### src/verilog/dcst_params.svh
`ifndef DCST_PARAMS_SVH
`define DCST_PARAMS_SVH

// ****************************************************************
// register offsets, byte addresses inside the hub register window
// ****************************************************************
`define DCST_OFS_ACT       12'h652
`define DCST_OFS_WR        12'h656
`define DCST_OFS_RD        12'h658
`define DCST_OFS_STAT      12'h65c

// ****************************************************************
// reset values and writable masks
// ****************************************************************
`define DCST_RST_ACT       32'h00000000
`define DCST_RST_WR        16'h0000
`define DCST_RST_RD        24'h000000
`define DCST_MASK_ACT      32'h0fffffff
`define DCST_MASK_RD       24'h1fffff

// ****************************************************************
// activate timing fields
// ****************************************************************
`define DCST_ACT_WIN_HI    27
`define DCST_ACT_WIN_LO    22
`define DCST_ACT_CHKOFF    21
`define DCST_ACT_AA_HI     20
`define DCST_ACT_AA_LO     17
`define DCST_ACT_PA_HI     16
`define DCST_ACT_PA_LO     13
`define DCST_ACT_PALL_HI   12
`define DCST_ACT_PALL_LO   9
`define DCST_ACT_REF_HI    8
`define DCST_ACT_REF_LO    0

// ****************************************************************
// write timing fields
// ****************************************************************
`define DCST_WR_AW_HI      15
`define DCST_WR_AW_LO      12
`define DCST_WR_WWS_HI     11
`define DCST_WR_WWS_LO     8
`define DCST_WR_WWO_HI     7
`define DCST_WR_WWO_LO     4
`define DCST_WR_RW_HI      3
`define DCST_WR_RW_LO      0

// ****************************************************************
// read timing fields
// ****************************************************************
`define DCST_RD_AR_HI      20
`define DCST_RD_AR_LO      17
`define DCST_RD_WRS_HI     16
`define DCST_RD_WRS_LO     12
`define DCST_RD_WRO_HI     11
`define DCST_RD_WRO_LO     8
`define DCST_RD_RRS_HI     7
`define DCST_RD_RRS_LO     4
`define DCST_RD_RRO_HI     3
`define DCST_RD_RRO_LO     0

// ****************************************************************
// geometry and activate window limit
// ****************************************************************
`define DCST_NRANK         2
`define DCST_NBANK         8
`define DCST_ACT_LIMIT     3'h4

`endif

### src/verilog/dcst_pkg.sv
package dcst_pkg;

  typedef enum logic [2:0] {
    DCST_CMD_ACT    = 3'h0,
    DCST_CMD_PRE    = 3'h1,
    DCST_CMD_PREALL = 3'h2,
    DCST_CMD_REF    = 3'h3,
    DCST_CMD_RD     = 3'h4,
    DCST_CMD_WR     = 3'h5
  } dcst_cmd_t;

  typedef logic [8:0] dcst_cnt_t;
  typedef logic [0:0] dcst_rank_t;
  typedef logic [2:0] dcst_bank_t;

  // a spacing counter loaded with N lets the next launch land N cycles later
  function automatic logic dcst_open(input dcst_cnt_t c);
    return c <= 9'h001;
  endfunction

  function automatic dcst_cnt_t dcst_tick(input dcst_cnt_t c);
    return (c == 9'h000) ? 9'h000 : c - 9'h001;
  endfunction

endpackage

### src/verilog/dcst_act_window.sv
`include "dcst_params.svh"

module dcst_act_window (
  // clock and reset
  input  wire logic       clk_sys,
  input  wire logic       resetn,
  // configuration
  input  wire logic [5:0] act_window_len,
  input  wire logic       act_limit_check_off,
  // activity
  input  wire logic       act_launch,
  output logic            act_blocked,
  output logic [2:0]      act_count
);
  import dcst_pkg::*;

  logic [5:0] timer_q;
  logic [2:0] count_q;

  // a launch at timer 1 or 0 begins a fresh window, the old one ends there
  always_ff @(posedge clk_sys) begin
    if (!resetn) begin
      timer_q <= 6'h00;
    end else if (act_launch && timer_q <= 6'h01) begin
      timer_q <= act_window_len;
    end else if (timer_q != 6'h00) begin
      timer_q <= timer_q - 6'h01;
    end
  end

  always_ff @(posedge clk_sys) begin
    if (!resetn) begin
      count_q <= 3'h0;
    end else if (act_launch && timer_q <= 6'h01) begin
      count_q <= (act_window_len != 6'h00) ? 3'h1 : 3'h0;
    end else if (act_launch && count_q != 3'h7) begin
      count_q <= count_q + 3'h1;
    end else if (timer_q <= 6'h01) begin
      count_q <= 3'h0;
    end
  end

  // never lets a fifth activate into one window unless act_limit_check_off is set
  assign act_blocked = !act_limit_check_off && timer_q > 6'h01 &&
                       count_q >= `DCST_ACT_LIMIT;
  assign act_count   = count_q;

endmodule // dcst_act_window

### src/verilog/dcst_tracker.sv
`include "dcst_params.svh"

module dcst_tracker (
  // clock and reset
  input  wire logic                clk_sys,
  input  wire logic                resetn,
  // register port
  input  wire logic [11:0]         reg_addr,
  input  wire logic                reg_wr,
  input  wire logic                reg_rd,
  input  wire logic [31:0]         reg_wdata,
  output logic [31:0]              reg_rdata_q,
  // scheduler request
  input  wire logic                req_valid,
  input  wire dcst_pkg::dcst_cmd_t req_cmd,
  input  wire dcst_pkg::dcst_rank_t req_rank,
  input  wire dcst_pkg::dcst_bank_t req_bank,
  // command launched toward the ranks
  output logic                     issue_q,
  output dcst_pkg::dcst_cmd_t      issue_cmd_q,
  output dcst_pkg::dcst_rank_t     issue_rank_q,
  output dcst_pkg::dcst_bank_t     issue_bank_q
);
  import dcst_pkg::*;

  localparam int NR = `DCST_NRANK;
  localparam int NB = `DCST_NBANK;

  // ****************************************************************
  // timing registers
  // ****************************************************************
  logic [31:0] act_timing_q;
  logic [15:0] write_timing_q;
  logic [23:0] read_timing_q;

  always_ff @(posedge clk_sys) begin
    if (!resetn) begin
      act_timing_q <= `DCST_RST_ACT;
    end else if (reg_wr && reg_addr == `DCST_OFS_ACT) begin
      act_timing_q <= reg_wdata & `DCST_MASK_ACT;
    end
  end

  always_ff @(posedge clk_sys) begin
    if (!resetn) begin
      write_timing_q <= `DCST_RST_WR;
    end else if (reg_wr && reg_addr == `DCST_OFS_WR) begin
      write_timing_q <= reg_wdata[15:0];
    end
  end

  always_ff @(posedge clk_sys) begin
    if (!resetn) begin
      read_timing_q <= `DCST_RST_RD;
    end else if (reg_wr && reg_addr == `DCST_OFS_RD) begin
      read_timing_q <= reg_wdata[23:0] & `DCST_MASK_RD;
    end
  end

  // ****************************************************************
  // field extraction
  // ****************************************************************
  logic [5:0] act_window_len;
  logic       act_limit_check_off;
  dcst_cnt_t  act_act_gap, pre_act_gap, preall_act_gap, refresh_act_gap;
  dcst_cnt_t  act_write_gap, write_write_same_rank_gap, write_write_other_rank_gap;
  dcst_cnt_t  read_write_gap, act_read_gap, write_read_same_rank_gap;
  dcst_cnt_t  write_read_other_rank_gap, read_read_same_rank_gap;
  dcst_cnt_t  read_read_other_rank_gap;

  assign act_window_len      = act_timing_q[`DCST_ACT_WIN_HI:`DCST_ACT_WIN_LO];
  assign act_limit_check_off = act_timing_q[`DCST_ACT_CHKOFF];
  assign act_act_gap     = {5'h00, act_timing_q[`DCST_ACT_AA_HI:`DCST_ACT_AA_LO]};
  assign pre_act_gap     = {5'h00, act_timing_q[`DCST_ACT_PA_HI:`DCST_ACT_PA_LO]};
  assign preall_act_gap  = {5'h00, act_timing_q[`DCST_ACT_PALL_HI:`DCST_ACT_PALL_LO]};
  assign refresh_act_gap = act_timing_q[`DCST_ACT_REF_HI:`DCST_ACT_REF_LO];
  assign act_write_gap   = {5'h00, write_timing_q[`DCST_WR_AW_HI:`DCST_WR_AW_LO]};
  assign write_write_same_rank_gap  =
    {5'h00, write_timing_q[`DCST_WR_WWS_HI:`DCST_WR_WWS_LO]};
  assign write_write_other_rank_gap =
    {5'h00, write_timing_q[`DCST_WR_WWO_HI:`DCST_WR_WWO_LO]};
  assign read_write_gap  = {5'h00, write_timing_q[`DCST_WR_RW_HI:`DCST_WR_RW_LO]};
  assign act_read_gap    = {5'h00, read_timing_q[`DCST_RD_AR_HI:`DCST_RD_AR_LO]};
  assign write_read_same_rank_gap  =
    {4'h0, read_timing_q[`DCST_RD_WRS_HI:`DCST_RD_WRS_LO]};
  assign write_read_other_rank_gap =
    {5'h00, read_timing_q[`DCST_RD_WRO_HI:`DCST_RD_WRO_LO]};
  assign read_read_same_rank_gap   =
    {5'h00, read_timing_q[`DCST_RD_RRS_HI:`DCST_RD_RRS_LO]};
  assign read_read_other_rank_gap  =
    {5'h00, read_timing_q[`DCST_RD_RRO_HI:`DCST_RD_RRO_LO]};

  // ****************************************************************
  // target decode, shared by every per-rank and per-bank spacing counter
  // ****************************************************************
  logic [NR-1:0]         rank_sel;
  logic [NR-1:0][NB-1:0] bank_sel;

  always_comb begin
    rank_sel = '0;
    bank_sel = '0;
    for (int r = 0; r < NR; r++) begin
      rank_sel[r] = (req_rank == dcst_rank_t'(r));
      for (int b = 0; b < NB; b++) begin
        bank_sel[r][b] = rank_sel[r] && (req_bank == dcst_bank_t'(b));
      end
    end
  end

  // ****************************************************************
  // activate window per rank
  // ****************************************************************
  logic [NR-1:0] win_blocked;
  logic [2:0]    win_count [NR];
  logic          issue_d;

  for (genvar r = 0; r < NR; r++) begin : g_win
    dcst_act_window u_win (
      .clk_sys             (clk_sys),
      .resetn              (resetn),
      .act_window_len      (act_window_len),
      .act_limit_check_off (act_limit_check_off),
      .act_launch          (issue_d && req_cmd == DCST_CMD_ACT &&
                            req_rank == dcst_rank_t'(r)),
      .act_blocked         (win_blocked[r]),
      .act_count           (win_count[r])
    );
  end

  // ****************************************************************
  // spacing counters, each reloaded by the command that starts its gap
  // ****************************************************************
  dcst_cnt_t aa_q     [NR];
  dcst_cnt_t ref_q    [NR];
  dcst_cnt_t ww_q     [NR];
  dcst_cnt_t wr2rd_q  [NR];
  dcst_cnt_t rr_q     [NR];
  dcst_cnt_t pa_q     [NR][NB];
  dcst_cnt_t aw_q     [NR][NB];
  dcst_cnt_t ar_q     [NR][NB];
  dcst_cnt_t preall_q;
  dcst_cnt_t rw_q;

  // a counter that several commands reload keeps the longer wait, so a short
  // cross-rank gap never cuts a running same-rank gap short
  function automatic dcst_cnt_t reload_max(input dcst_cnt_t cur, input dcst_cnt_t gap);
    dcst_cnt_t left;
    left = dcst_tick(cur);
    return (gap > left) ? gap : left;
  endfunction

  logic l_act, l_pre, l_preall, l_ref, l_rd, l_wr;
  assign l_act    = issue_d && req_cmd == DCST_CMD_ACT;
  assign l_pre    = issue_d && req_cmd == DCST_CMD_PRE;
  assign l_preall = issue_d && req_cmd == DCST_CMD_PREALL;
  assign l_ref    = issue_d && req_cmd == DCST_CMD_REF;
  assign l_rd     = issue_d && req_cmd == DCST_CMD_RD;
  assign l_wr     = issue_d && req_cmd == DCST_CMD_WR;

  always_ff @(posedge clk_sys) begin
    if (!resetn) begin
      for (int r = 0; r < NR; r++) begin
        aa_q[r]    <= 9'h000;
        ref_q[r]   <= 9'h000;
        ww_q[r]    <= 9'h000;
        wr2rd_q[r] <= 9'h000;
        rr_q[r]    <= 9'h000;
      end
    end else begin
      for (int r = 0; r < NR; r++) begin
        aa_q[r]    <= (l_act && rank_sel[r]) ? act_act_gap : dcst_tick(aa_q[r]);
        ref_q[r]   <= (l_ref && rank_sel[r]) ? refresh_act_gap : dcst_tick(ref_q[r]);
        ww_q[r]    <= l_wr ? reload_max(ww_q[r], rank_sel[r] ?
                                        write_write_same_rank_gap :
                                        write_write_other_rank_gap)
                           : dcst_tick(ww_q[r]);
        wr2rd_q[r] <= l_wr ? reload_max(wr2rd_q[r], rank_sel[r] ?
                                        write_read_same_rank_gap :
                                        write_read_other_rank_gap)
                           : dcst_tick(wr2rd_q[r]);
        rr_q[r]    <= l_rd ? reload_max(rr_q[r], rank_sel[r] ?
                                        read_read_same_rank_gap :
                                        read_read_other_rank_gap)
                           : dcst_tick(rr_q[r]);
      end
    end
  end

  always_ff @(posedge clk_sys) begin
    if (!resetn) begin
      for (int r = 0; r < NR; r++) begin
        for (int b = 0; b < NB; b++) begin
          pa_q[r][b] <= 9'h000;
          aw_q[r][b] <= 9'h000;
          ar_q[r][b] <= 9'h000;
        end
      end
    end else begin
      for (int r = 0; r < NR; r++) begin
        for (int b = 0; b < NB; b++) begin
          pa_q[r][b] <= (l_pre && bank_sel[r][b]) ? pre_act_gap
                                                   : dcst_tick(pa_q[r][b]);
          aw_q[r][b] <= (l_act && bank_sel[r][b]) ? act_write_gap
                                                   : dcst_tick(aw_q[r][b]);
          ar_q[r][b] <= (l_act && bank_sel[r][b]) ? act_read_gap
                                                   : dcst_tick(ar_q[r][b]);
        end
      end
    end
  end

  always_ff @(posedge clk_sys) begin
    if (!resetn) begin
      preall_q <= 9'h000;
      rw_q     <= 9'h000;
    end else begin
      preall_q <= l_preall ? preall_act_gap : dcst_tick(preall_q);
      rw_q     <= l_rd ? read_write_gap : dcst_tick(rw_q);
    end
  end

  // ****************************************************************
  // launch decision
  // ****************************************************************
  logic ok;

  always_comb begin
    ok = 1'b0;
    unique case (req_cmd)
      DCST_CMD_ACT: ok = dcst_open(aa_q[req_rank]) &&
                         dcst_open(ref_q[req_rank]) &&
                         dcst_open(pa_q[req_rank][req_bank]) &&
                         dcst_open(preall_q) &&
                         !win_blocked[req_rank];
      DCST_CMD_WR:  ok = dcst_open(aw_q[req_rank][req_bank]) &&
                         dcst_open(ww_q[req_rank]) &&
                         dcst_open(rw_q);
      DCST_CMD_RD:  ok = dcst_open(ar_q[req_rank][req_bank]) &&
                         dcst_open(rr_q[req_rank]) &&
                         dcst_open(wr2rd_q[req_rank]);
      // precharge, precharge-all and refresh spacings live outside this block,
      // so those commands go out as soon as the launch slot is free
      DCST_CMD_PRE, DCST_CMD_PREALL, DCST_CMD_REF: ok = 1'b1;
      default:      ok = 1'b0;
    endcase
  end

  // one launch at most every other cycle, so a request held one cycle late
  // by the scheduler cannot launch twice
  assign issue_d = req_valid && !issue_q && ok;

  always_ff @(posedge clk_sys) begin
    if (!resetn) begin
      issue_q      <= 1'b0;
      issue_cmd_q  <= DCST_CMD_ACT;
      issue_rank_q <= '0;
      issue_bank_q <= '0;
    end else begin
      issue_q <= issue_d;
      if (issue_d) begin
        issue_cmd_q  <= req_cmd;
        issue_rank_q <= req_rank;
        issue_bank_q <= req_bank;
      end
    end
  end

  // ****************************************************************
  // read back
  // ****************************************************************
  always_ff @(posedge clk_sys) begin
    if (!resetn) begin
      reg_rdata_q <= 32'h00000000;
    end else if (reg_rd) begin
      unique case (reg_addr)
        `DCST_OFS_ACT:  reg_rdata_q <= act_timing_q;
        `DCST_OFS_WR:   reg_rdata_q <= {16'h0000, write_timing_q};
        `DCST_OFS_RD:   reg_rdata_q <= {8'h00, read_timing_q};
        `DCST_OFS_STAT: reg_rdata_q <= {24'h000000, win_blocked,
                                        win_count[1], win_count[0]};
        default:        reg_rdata_q <= 32'h00000000;
      endcase
    end
  end

endmodule // dcst_tracker

### config.mk
export PLATFORM = sky130hd
export DESIGN_NAME = dcst_tracker
export DESIGN_NICKNAME = d
export VERILOG_FILES = /design/src/verilog/dcst_pkg.sv /design/src/verilog/dcst_act_window.sv /design/src/verilog/dcst_tracker.sv
export VERILOG_INCLUDE_DIRS = /design/src /design/src/verilog
export SDC_FILE = /design/constraint.sdc
export NUM_CORES = 2
export LEC_CHECK = 0
export BUFFER_PORTS_ARGS = -buffer_cell sky130_fd_sc_hd__buf_2
export CORE_MARGIN = 2
export CORE_UTILIZATION = 39
export CTS_CLUSTER_DIAMETER = 50
export DETAILED_ROUTE_END_ITERATION = 7
export PLACE_DENSITY_LB_ADDON = 0.15
export SKIP_CTS_REPAIR_TIMING = 1
export SLEW_MARGIN = 20
export SYNTH_ARGS = -nofsm -noshare
export SYNTH_HDL_FRONTEND = slang
export SYNTH_HIERARCHICAL = 1
export SYNTH_SLANG_ARGS = --single-unit
### constraint.sdc
create_clock -name clk_sys -period 4.9 [get_ports clk_sys]
set_input_delay 0.98 -clock clk_sys [delete_from_list [all_inputs] [get_ports clk_sys]]
set_output_delay 0.98 -clock clk_sys [all_outputs]
set_load 0.005 [all_outputs]
### Yosys cells after proc, flatten, opt, wreduce, memory -nomap -nowiden

Memory sizes are Yosys's and may differ from the RTL's.
Index checks and enable logic that the tools add are counted.

| operators by class | value |
|---|---|
| equal/unequal tests | 18 |
| magnitude comparators | 24 |
| reduce and logical (&&, ||, !) cells | 154 |
| bitwise operators | 61 |
| $add $sub $neg | 64 |
| mux-type cells | 216 |

Operator list:

| cell | count |
|---|---|
| 9-bit two-way mux | 186 |
| 9-bit logical NOT | 60 |
| 9-bit by 1-bit subtractor with 9-bit output (second input constant) | 60 |
| 28-bit one-hot mux with 4 select lines | 1 |
| 9-bit by 1-bit less-or-equal comparator with 1-bit output (second input constant) | 10 |
| 9-bit binary-select mux with 3-bit select | 3 |
| 1-bit logical AND | 79 |
| 1-bit OR | 58 |
| 12-bit by 11-bit equality test with 1-bit output (second input constant) | 4 |
| 4-bit by 9-bit > comparator with 1-bit output | 4 |
| 4-bit two-way mux | 8 |
| 6-bit two-way mux | 4 |
| 3-bit equality test (second input constant) | 6 |
| 5-bit by 9-bit > comparator with 1-bit output | 2 |
| 3-bit two-way mux | 6 |
| 6-bit nonzero test | 3 |
| 3-bit by 2-bit equality test with 1-bit output (second input constant) | 4 |
| 6-bit by 1-bit > comparator with 1-bit output (second input constant) | 2 |
| 6-bit by 1-bit less-or-equal comparator with 1-bit output (second input constant) | 2 |
| 6-bit by 1-bit subtractor with 6-bit output (second input constant) | 2 |
| 5-bit two-way mux | 2 |
| 3-bit OR reduction | 3 |
| 3-bit by 1-bit adder with 3-bit output (second input constant) | 2 |
| 3-bit by 1-bit equality test with 1-bit output (second input constant) | 2 |
| other kinds (12) | 24 |

| word-level totals | value |
|---|---|
| output and inout bits | 40 |
| logic and storage cells | 561 |
| memories | 8 |
| RAM bits | 522 |
| register bits after elaboration | 141 |

Memory list:

| memory | depth | bits a word | read ports | clocked after memory_dff | wr ports | RTL line | text |
|---|---|---|---|---|---|---|---|
| ar_q | 2 | 72 | 3 | 0 | 2 | dcst_tracker.sv:140 | `dcst_cnt_t ar_q [NR][NB];` |
| aw_q | 2 | 72 | 3 | 0 | 2 | dcst_tracker.sv:139 | `dcst_cnt_t aw_q [NR][NB];` |
| pa_q | 2 | 72 | 3 | 0 | 2 | dcst_tracker.sv:138 | `dcst_cnt_t pa_q [NR][NB];` |
| aa_q | 2 | 9 | 3 | 0 | 2 | dcst_tracker.sv:133 | `dcst_cnt_t aa_q [NR];` |
| ref_q | 2 | 9 | 3 | 0 | 2 | dcst_tracker.sv:134 | `dcst_cnt_t ref_q [NR];` |
| rr_q | 2 | 9 | 3 | 0 | 2 | dcst_tracker.sv:137 | `dcst_cnt_t rr_q [NR];` |
| +2 memories | -- | -- | -- | -- | -- | -- |  |

### Logic depth before layout (Yosys ltp)

| logic depth | value |
|---|---|
| depth in word-level cells | 15 |
| mapped depth | 19 |
| mapped depth without buffers | 16 |

### Cells and area by module

Netlist, hierarchy kept.

By module, submodules not included:

| module | cells an instance | sequential area each (µm²) | instances | area each (µm²) |
|---|---|---|---|---|
| dcst_tracker | 3,679 | 12,832.3 | 1 | 32,047.0 |
| dcst_act_window | 64 | 180.2 | 2 | 545.5 |

### Worst setup path after synthesis

OpenSTA, ideal clock, no wires.

| timing | value |
|---|---|
| path type | input to register |
| start | in req_rank |
| end | mem wr2rd_q[1][0] (netlist bit) |
| cell stages on the path | 17 |
| path slack | -0.243 ns |
| data required time | 4.779 ns |
| setup time | 0.121 ns |
| buffers on the path | 8 |
| arrival | 5.022 ns |
| cells stage by stage | buf_4 buf_4 buf_4 buf_4 buf_2 buf_1 clkbuf_1 clkbuf_1 mux2_2 ha_1 and4_1 a221oi_1 o211ai_1 a21oi_1 o211ai_1 a21oi_1 mux2_2 |

RTL lines:

| what | RTL line | text |
|---|---|---|
| start: declaration | dcst_tracker.sv:16 | `input wire dcst_pkg::dcst_rank_t req_rank,` |
| end: declaration | dcst_tracker.sv:136 | `dcst_cnt_t wr2rd_q [NR];` |

### Worst setup path in the final report

| timing | value |
|---|---|
| start | reg g_win[1].u_win.timer_q[2] |
| end | reg g_win[1].u_win.timer_q[5] |

| between the ends | value |
|---|---|
| longest elaborated chain between the ends | 13 |

RTL lines:

| what | RTL line | text |
|---|---|---|
| start: declaration | dcst_act_window.sv:17 | `logic [5:0] timer_q;` |
| start signal: assignment | dcst_act_window.sv:25 | `timer_q <= act_window_len;` |
| start signal: assignment | dcst_act_window.sv:27 | `timer_q <= timer_q - 6'h01;` |
| 6-bit by 1-bit > comparator with 1-bit output * | dcst_act_window.sv:44 | `assign act_blocked = !act_limit_check_off && timer_q > 6'h01 &&` |
| 1-bit logical AND * | dcst_act_window.sv:44 |  |
| 1-bit logical AND (no line) * | -- |  |
| named net win_blocked[1] | dcst_tracker.sv:113 | `logic [NR-1:0] win_blocked;` |
| 1-bit two-way mux (implied by the code) * (2 in series) | dcst_tracker.sv:234 | `!win_blocked[req_rank];` |
| 1-bit logical NOT * | dcst_tracker.sv:234 |  |
| 1-bit logical AND * | dcst_tracker.sv:233 | `dcst_open(preall_q) &&` |
| 1-bit one-hot mux with 4 select lines * | dcst_tracker.sv:229 | `unique case (req_cmd)` |
| 1-bit logical AND * | dcst_tracker.sv:250 | `assign issue_d = req_valid && !issue_q && ok;` |
| 1-bit logical AND * (2 in series) | dcst_tracker.sv:123 | `.act_launch (issue_d && req_cmd == DCST_CMD_ACT &&` |
| 1-bit logical AND * | dcst_act_window.sv:24 | `end else if (act_launch && timer_q <= 6'h01) begin` |
| 6-bit two-way mux / 2-bit nonzero test (equally long branches) | -- |  |

Mark *: on every way through the listed nets, which the timed path passes. The rest lies on a longest branch. The select of a mux whose other input is x is not followed.
A chain may end at the register's enable or synchronous reset.

==> flow_summary_export.csv <==
group,metric,value,unit
outcome,status,"finished clean",
sta,hold-worst-slack,0.4420,ns
worst_setup_path,reg2reg_from,"g_win[1].u_win/timer_q[2]$_SDFFE_PN0P_",
sta,finalHoldViolations,0,
worst_setup_path,criticalPathCategory,"reg2reg",
detailed_routing,vias_per_cell,5.298,
cts,root_buffer,"clkbuf_16",
synthesis,synth_seq_cells,659,
floorplan,io_pins,96,
sta,setup_violations,0,
detailed_routing,vias,27550,
layout,final_common_cell,"dfxtp_1",
floorplan,die_x,295.5,um
job,max_cap_viol_count,0,
grt,grt_max_degree,90,
sta,slew_viol_final,0,
sta,fmax,0.2264,GHz
worst_setup_path,crit_start,"g_win[1].u_win/timer_q[2]$_SDFFE_PN0P_",
worst_setup_path,r2r.worst_path.cells,16,
grt,antenna_found_initial,2,
synthesis,synth_cells,3807,
floorplan,die_area,87320,um^2
floorplan,rows,106,
worst_setup_path,timing.rr.end,"g_win[1].u_win/timer_q[5]$_SDFFE_PN0P_",
detailed_routing,drt-total-wl,94520,um
layout,final_cell_mix,"dfxtp_1, nor2_1, nor3_1",
cts,clkLatencyLatePin,0.65,ns
layout,areaGrowthSynthToFinish,17.59,%
synthesis,syn_area,33140,um^2
worst_setup_path,crit_path_end_kind,"flop",
grt,overflow,0,
sta,rsz0062_at_grt,"no",
detailed_routing,drt_iter0_markers,1751,
floorplan,initial_utilization,39.47,%
worst_setup_path,crit_path_end,"g_win[1].u_win/timer_q[5]$_SDFFE_PN0P_",
placed_design,port_buffers,87,
cts,clk_pin_slew,0.06,ns
detailed_routing,drcViolationCount,0,
synthesis,ys_warn_count,6,
grt,grt_pass1_vias,26620,
detailed_routing,first_pass_iters,5,
layout,drive_above_1_share,14.84,%
detailed_routing,postRouteAntennaNets,0,
sta,finalCriticalPeriod,4.417,ns
sta,period_share,90.15,%
synthesis,postSynthAreaPerCell,8.705,um^2
synthesis,synthArstFlopShare,0,%
pwr,p_leak,15.08,nW
synthesis,synthFlopType,"dfxtp_1",
synthesis,synth-edff-count,0,
placed_design,place.gp.congestion,0.8311,
sta,max_slew_margin,33.34,%
floorplan,die_h,295.5,um
worst_setup_path,arrival,4.97,ns
worst_setup_path,cp.required,5.46,ns
sta,tightest_slew,0.9922,ns
worst_setup_path,reg2reg_slack,0.48,ns
sta,setup_tns,0,ns
placed_design,dp_hpwl,66750,um
layout,final_nets,4143,
grt,grt_pass1_wl,150300,um
layout,final_util,46.42,%
cts,cts_tree,"yes",
sta,fin_worst_skew,0.01949,ns
min_path,hp-class,"reg2reg",
cts,numCtsBuffers,94,
cts,cts.sinks,659,
pwr,peakVddDrop,0.3587,mV
cts,cts_buffer_depth,3,
worst_setup_path,start_kind,"flop",
synthesis,yosysUniqueCellTypes,86,
cts,cts_max_level,3,
pwr,power_density,625.4,nW/um^2
synthesis,ys_seq_area_share,39.81,%
detailed_routing,drt-wirelength-per-cell,18.18,um
floorplan,fp.coreArea,83950,um^2
worst_setup_path,cp_max_fo,6,
grt,grt_use_total,21.77,%
## cells in the mapped netlist, drive strengths merged (108+ instances only)
cell type	number	area share, %
dfxtp	659	40
nor2	489	5.5
nor3	325	4.9
nand2	319	3.6
xnor2	167	4.4
xor2	143	3.8
inv	142	1.6
mux2i	139	4.2
a21oi	136	2.1
mux2	115	4.0
o21ai	110	1.7
nand3	108	1.6
## registers in the layout, summed over array words and instances (netlist names), 18 cells and up
signal and flops:
pa_q 144, wr2rd_q 18, aw_q 144, act_timing_q 28, ref_q 18, aa_q 18
rr_q 18, ww_q 18, ar_q 144, reg_rdata_q 28, read_timing_q 21
## through the flow
step           instance area [um^2]  instances  setup slack (ns)  power, mW
2_1_floorplan                 33150       3810           0.01737      15.59
3_3_place_gp                  35740       5027           -0.3841      17.43
3_5_place_dp                  35760       5027           -0.3534      17.53
4_1_cts                       38950       5198           0.07054      24.52
5_1_grt                       38970       5199           0.05212      26.36
6_report                      38970       5199            0.4828      24.37
## logic make-up (layout without fill, tap and decap cells)
kind of cell / Yosys count / after routing / synth area share [%]
simple gates: 1612 / 1612 / 23.26
flops: 659 / 659 / 39.81
compound gates: 558 / 558 / 11.79
xor+xnor: 310 / 310 / 8.193
buf+inv: 295 / 549 / 3.738
mux: 273 / 273 / 9.466
fa+ha+maj: 99 / 99 / 3.730
other cells: 1 / 5 / 0.01132
## where the power goes
group          leakage, nW  switching, mW  internal (mW)
clock network         1.54           2.66           4.23
registers             5.41           1.43           6.84
logic                 8.13           4.87           4.34
total                 15.1           8.96           15.4
## worst max-delay path: stages, from the launching register on
cell and delay, ns:
dfxtp_1 0.35, or4_4 0.59, nor2_1 0.21, nor3b_1 0.13, nor4_1 0.34, nand4_1 0.19
a22oi_2 0.31, o2111ai_1 0.17, a2111oi_2 0.41, buf_4 0.20, a21oi_4 0.04, a2111oi_0 0.45
buf_4 0.21, o21ai_0 0.12, nor2_1 0.15, o21ai_0 0.21, a211oi_1 0.25
## worst min path at each step
stage | startpoint | to | slack, ns | depth (start not counted)
after floorplan | rw_q[8]$_SDFF_PP0_ | rw_q[8]$_SDFF_PP0_ | 0.41 | 2
after global placement | rw_q[8]$_SDFF_PP0_ | rw_q[8]$_SDFF_PP0_ | 0.42 | 2
after global routing | rw_q[8]$_SDFF_PP0_ | rw_q[8]$_SDFF_PP0_ | 0.45 | 2
after CTS | rw_q[8]$_SDFF_PP0_ | rw_q[8]$_SDFF_PP0_ | 0.44 | 2
final | rw_q[8]$_SDFF_PP0_ | rw_q[8]$_SDFF_PP0_ | 0.44 | 2
after detailed placement | rw_q[8]$_SDFF_PP0_ | rw_q[8]$_SDFF_PP0_ | 0.43 | 2
## per-layer routing
metal / global-route usage (%) / vias up / share of wire [%]
li1: - / 13870 / -
met1: 30.34 / 13040 / 49
met2: 34.50 / 468 / 44
met3: 3.233 / 161 / 4.1
met4: 6.995 / 2 / 2.7
met5: 0 / - / 0.012
## layout make-up
type	count	area, um^2
repair buffers	235	1837
multi-input cells	2856	18790
diodes	1	2.502
well taps	1134	1419
clock buffers	117	2613
flip-flops and latches	659	13190
fillers	8220	44990
clock inverters	54	574.3
inverters	143	541.8
No activity file was read; power rests on OpenSTA's default activity.
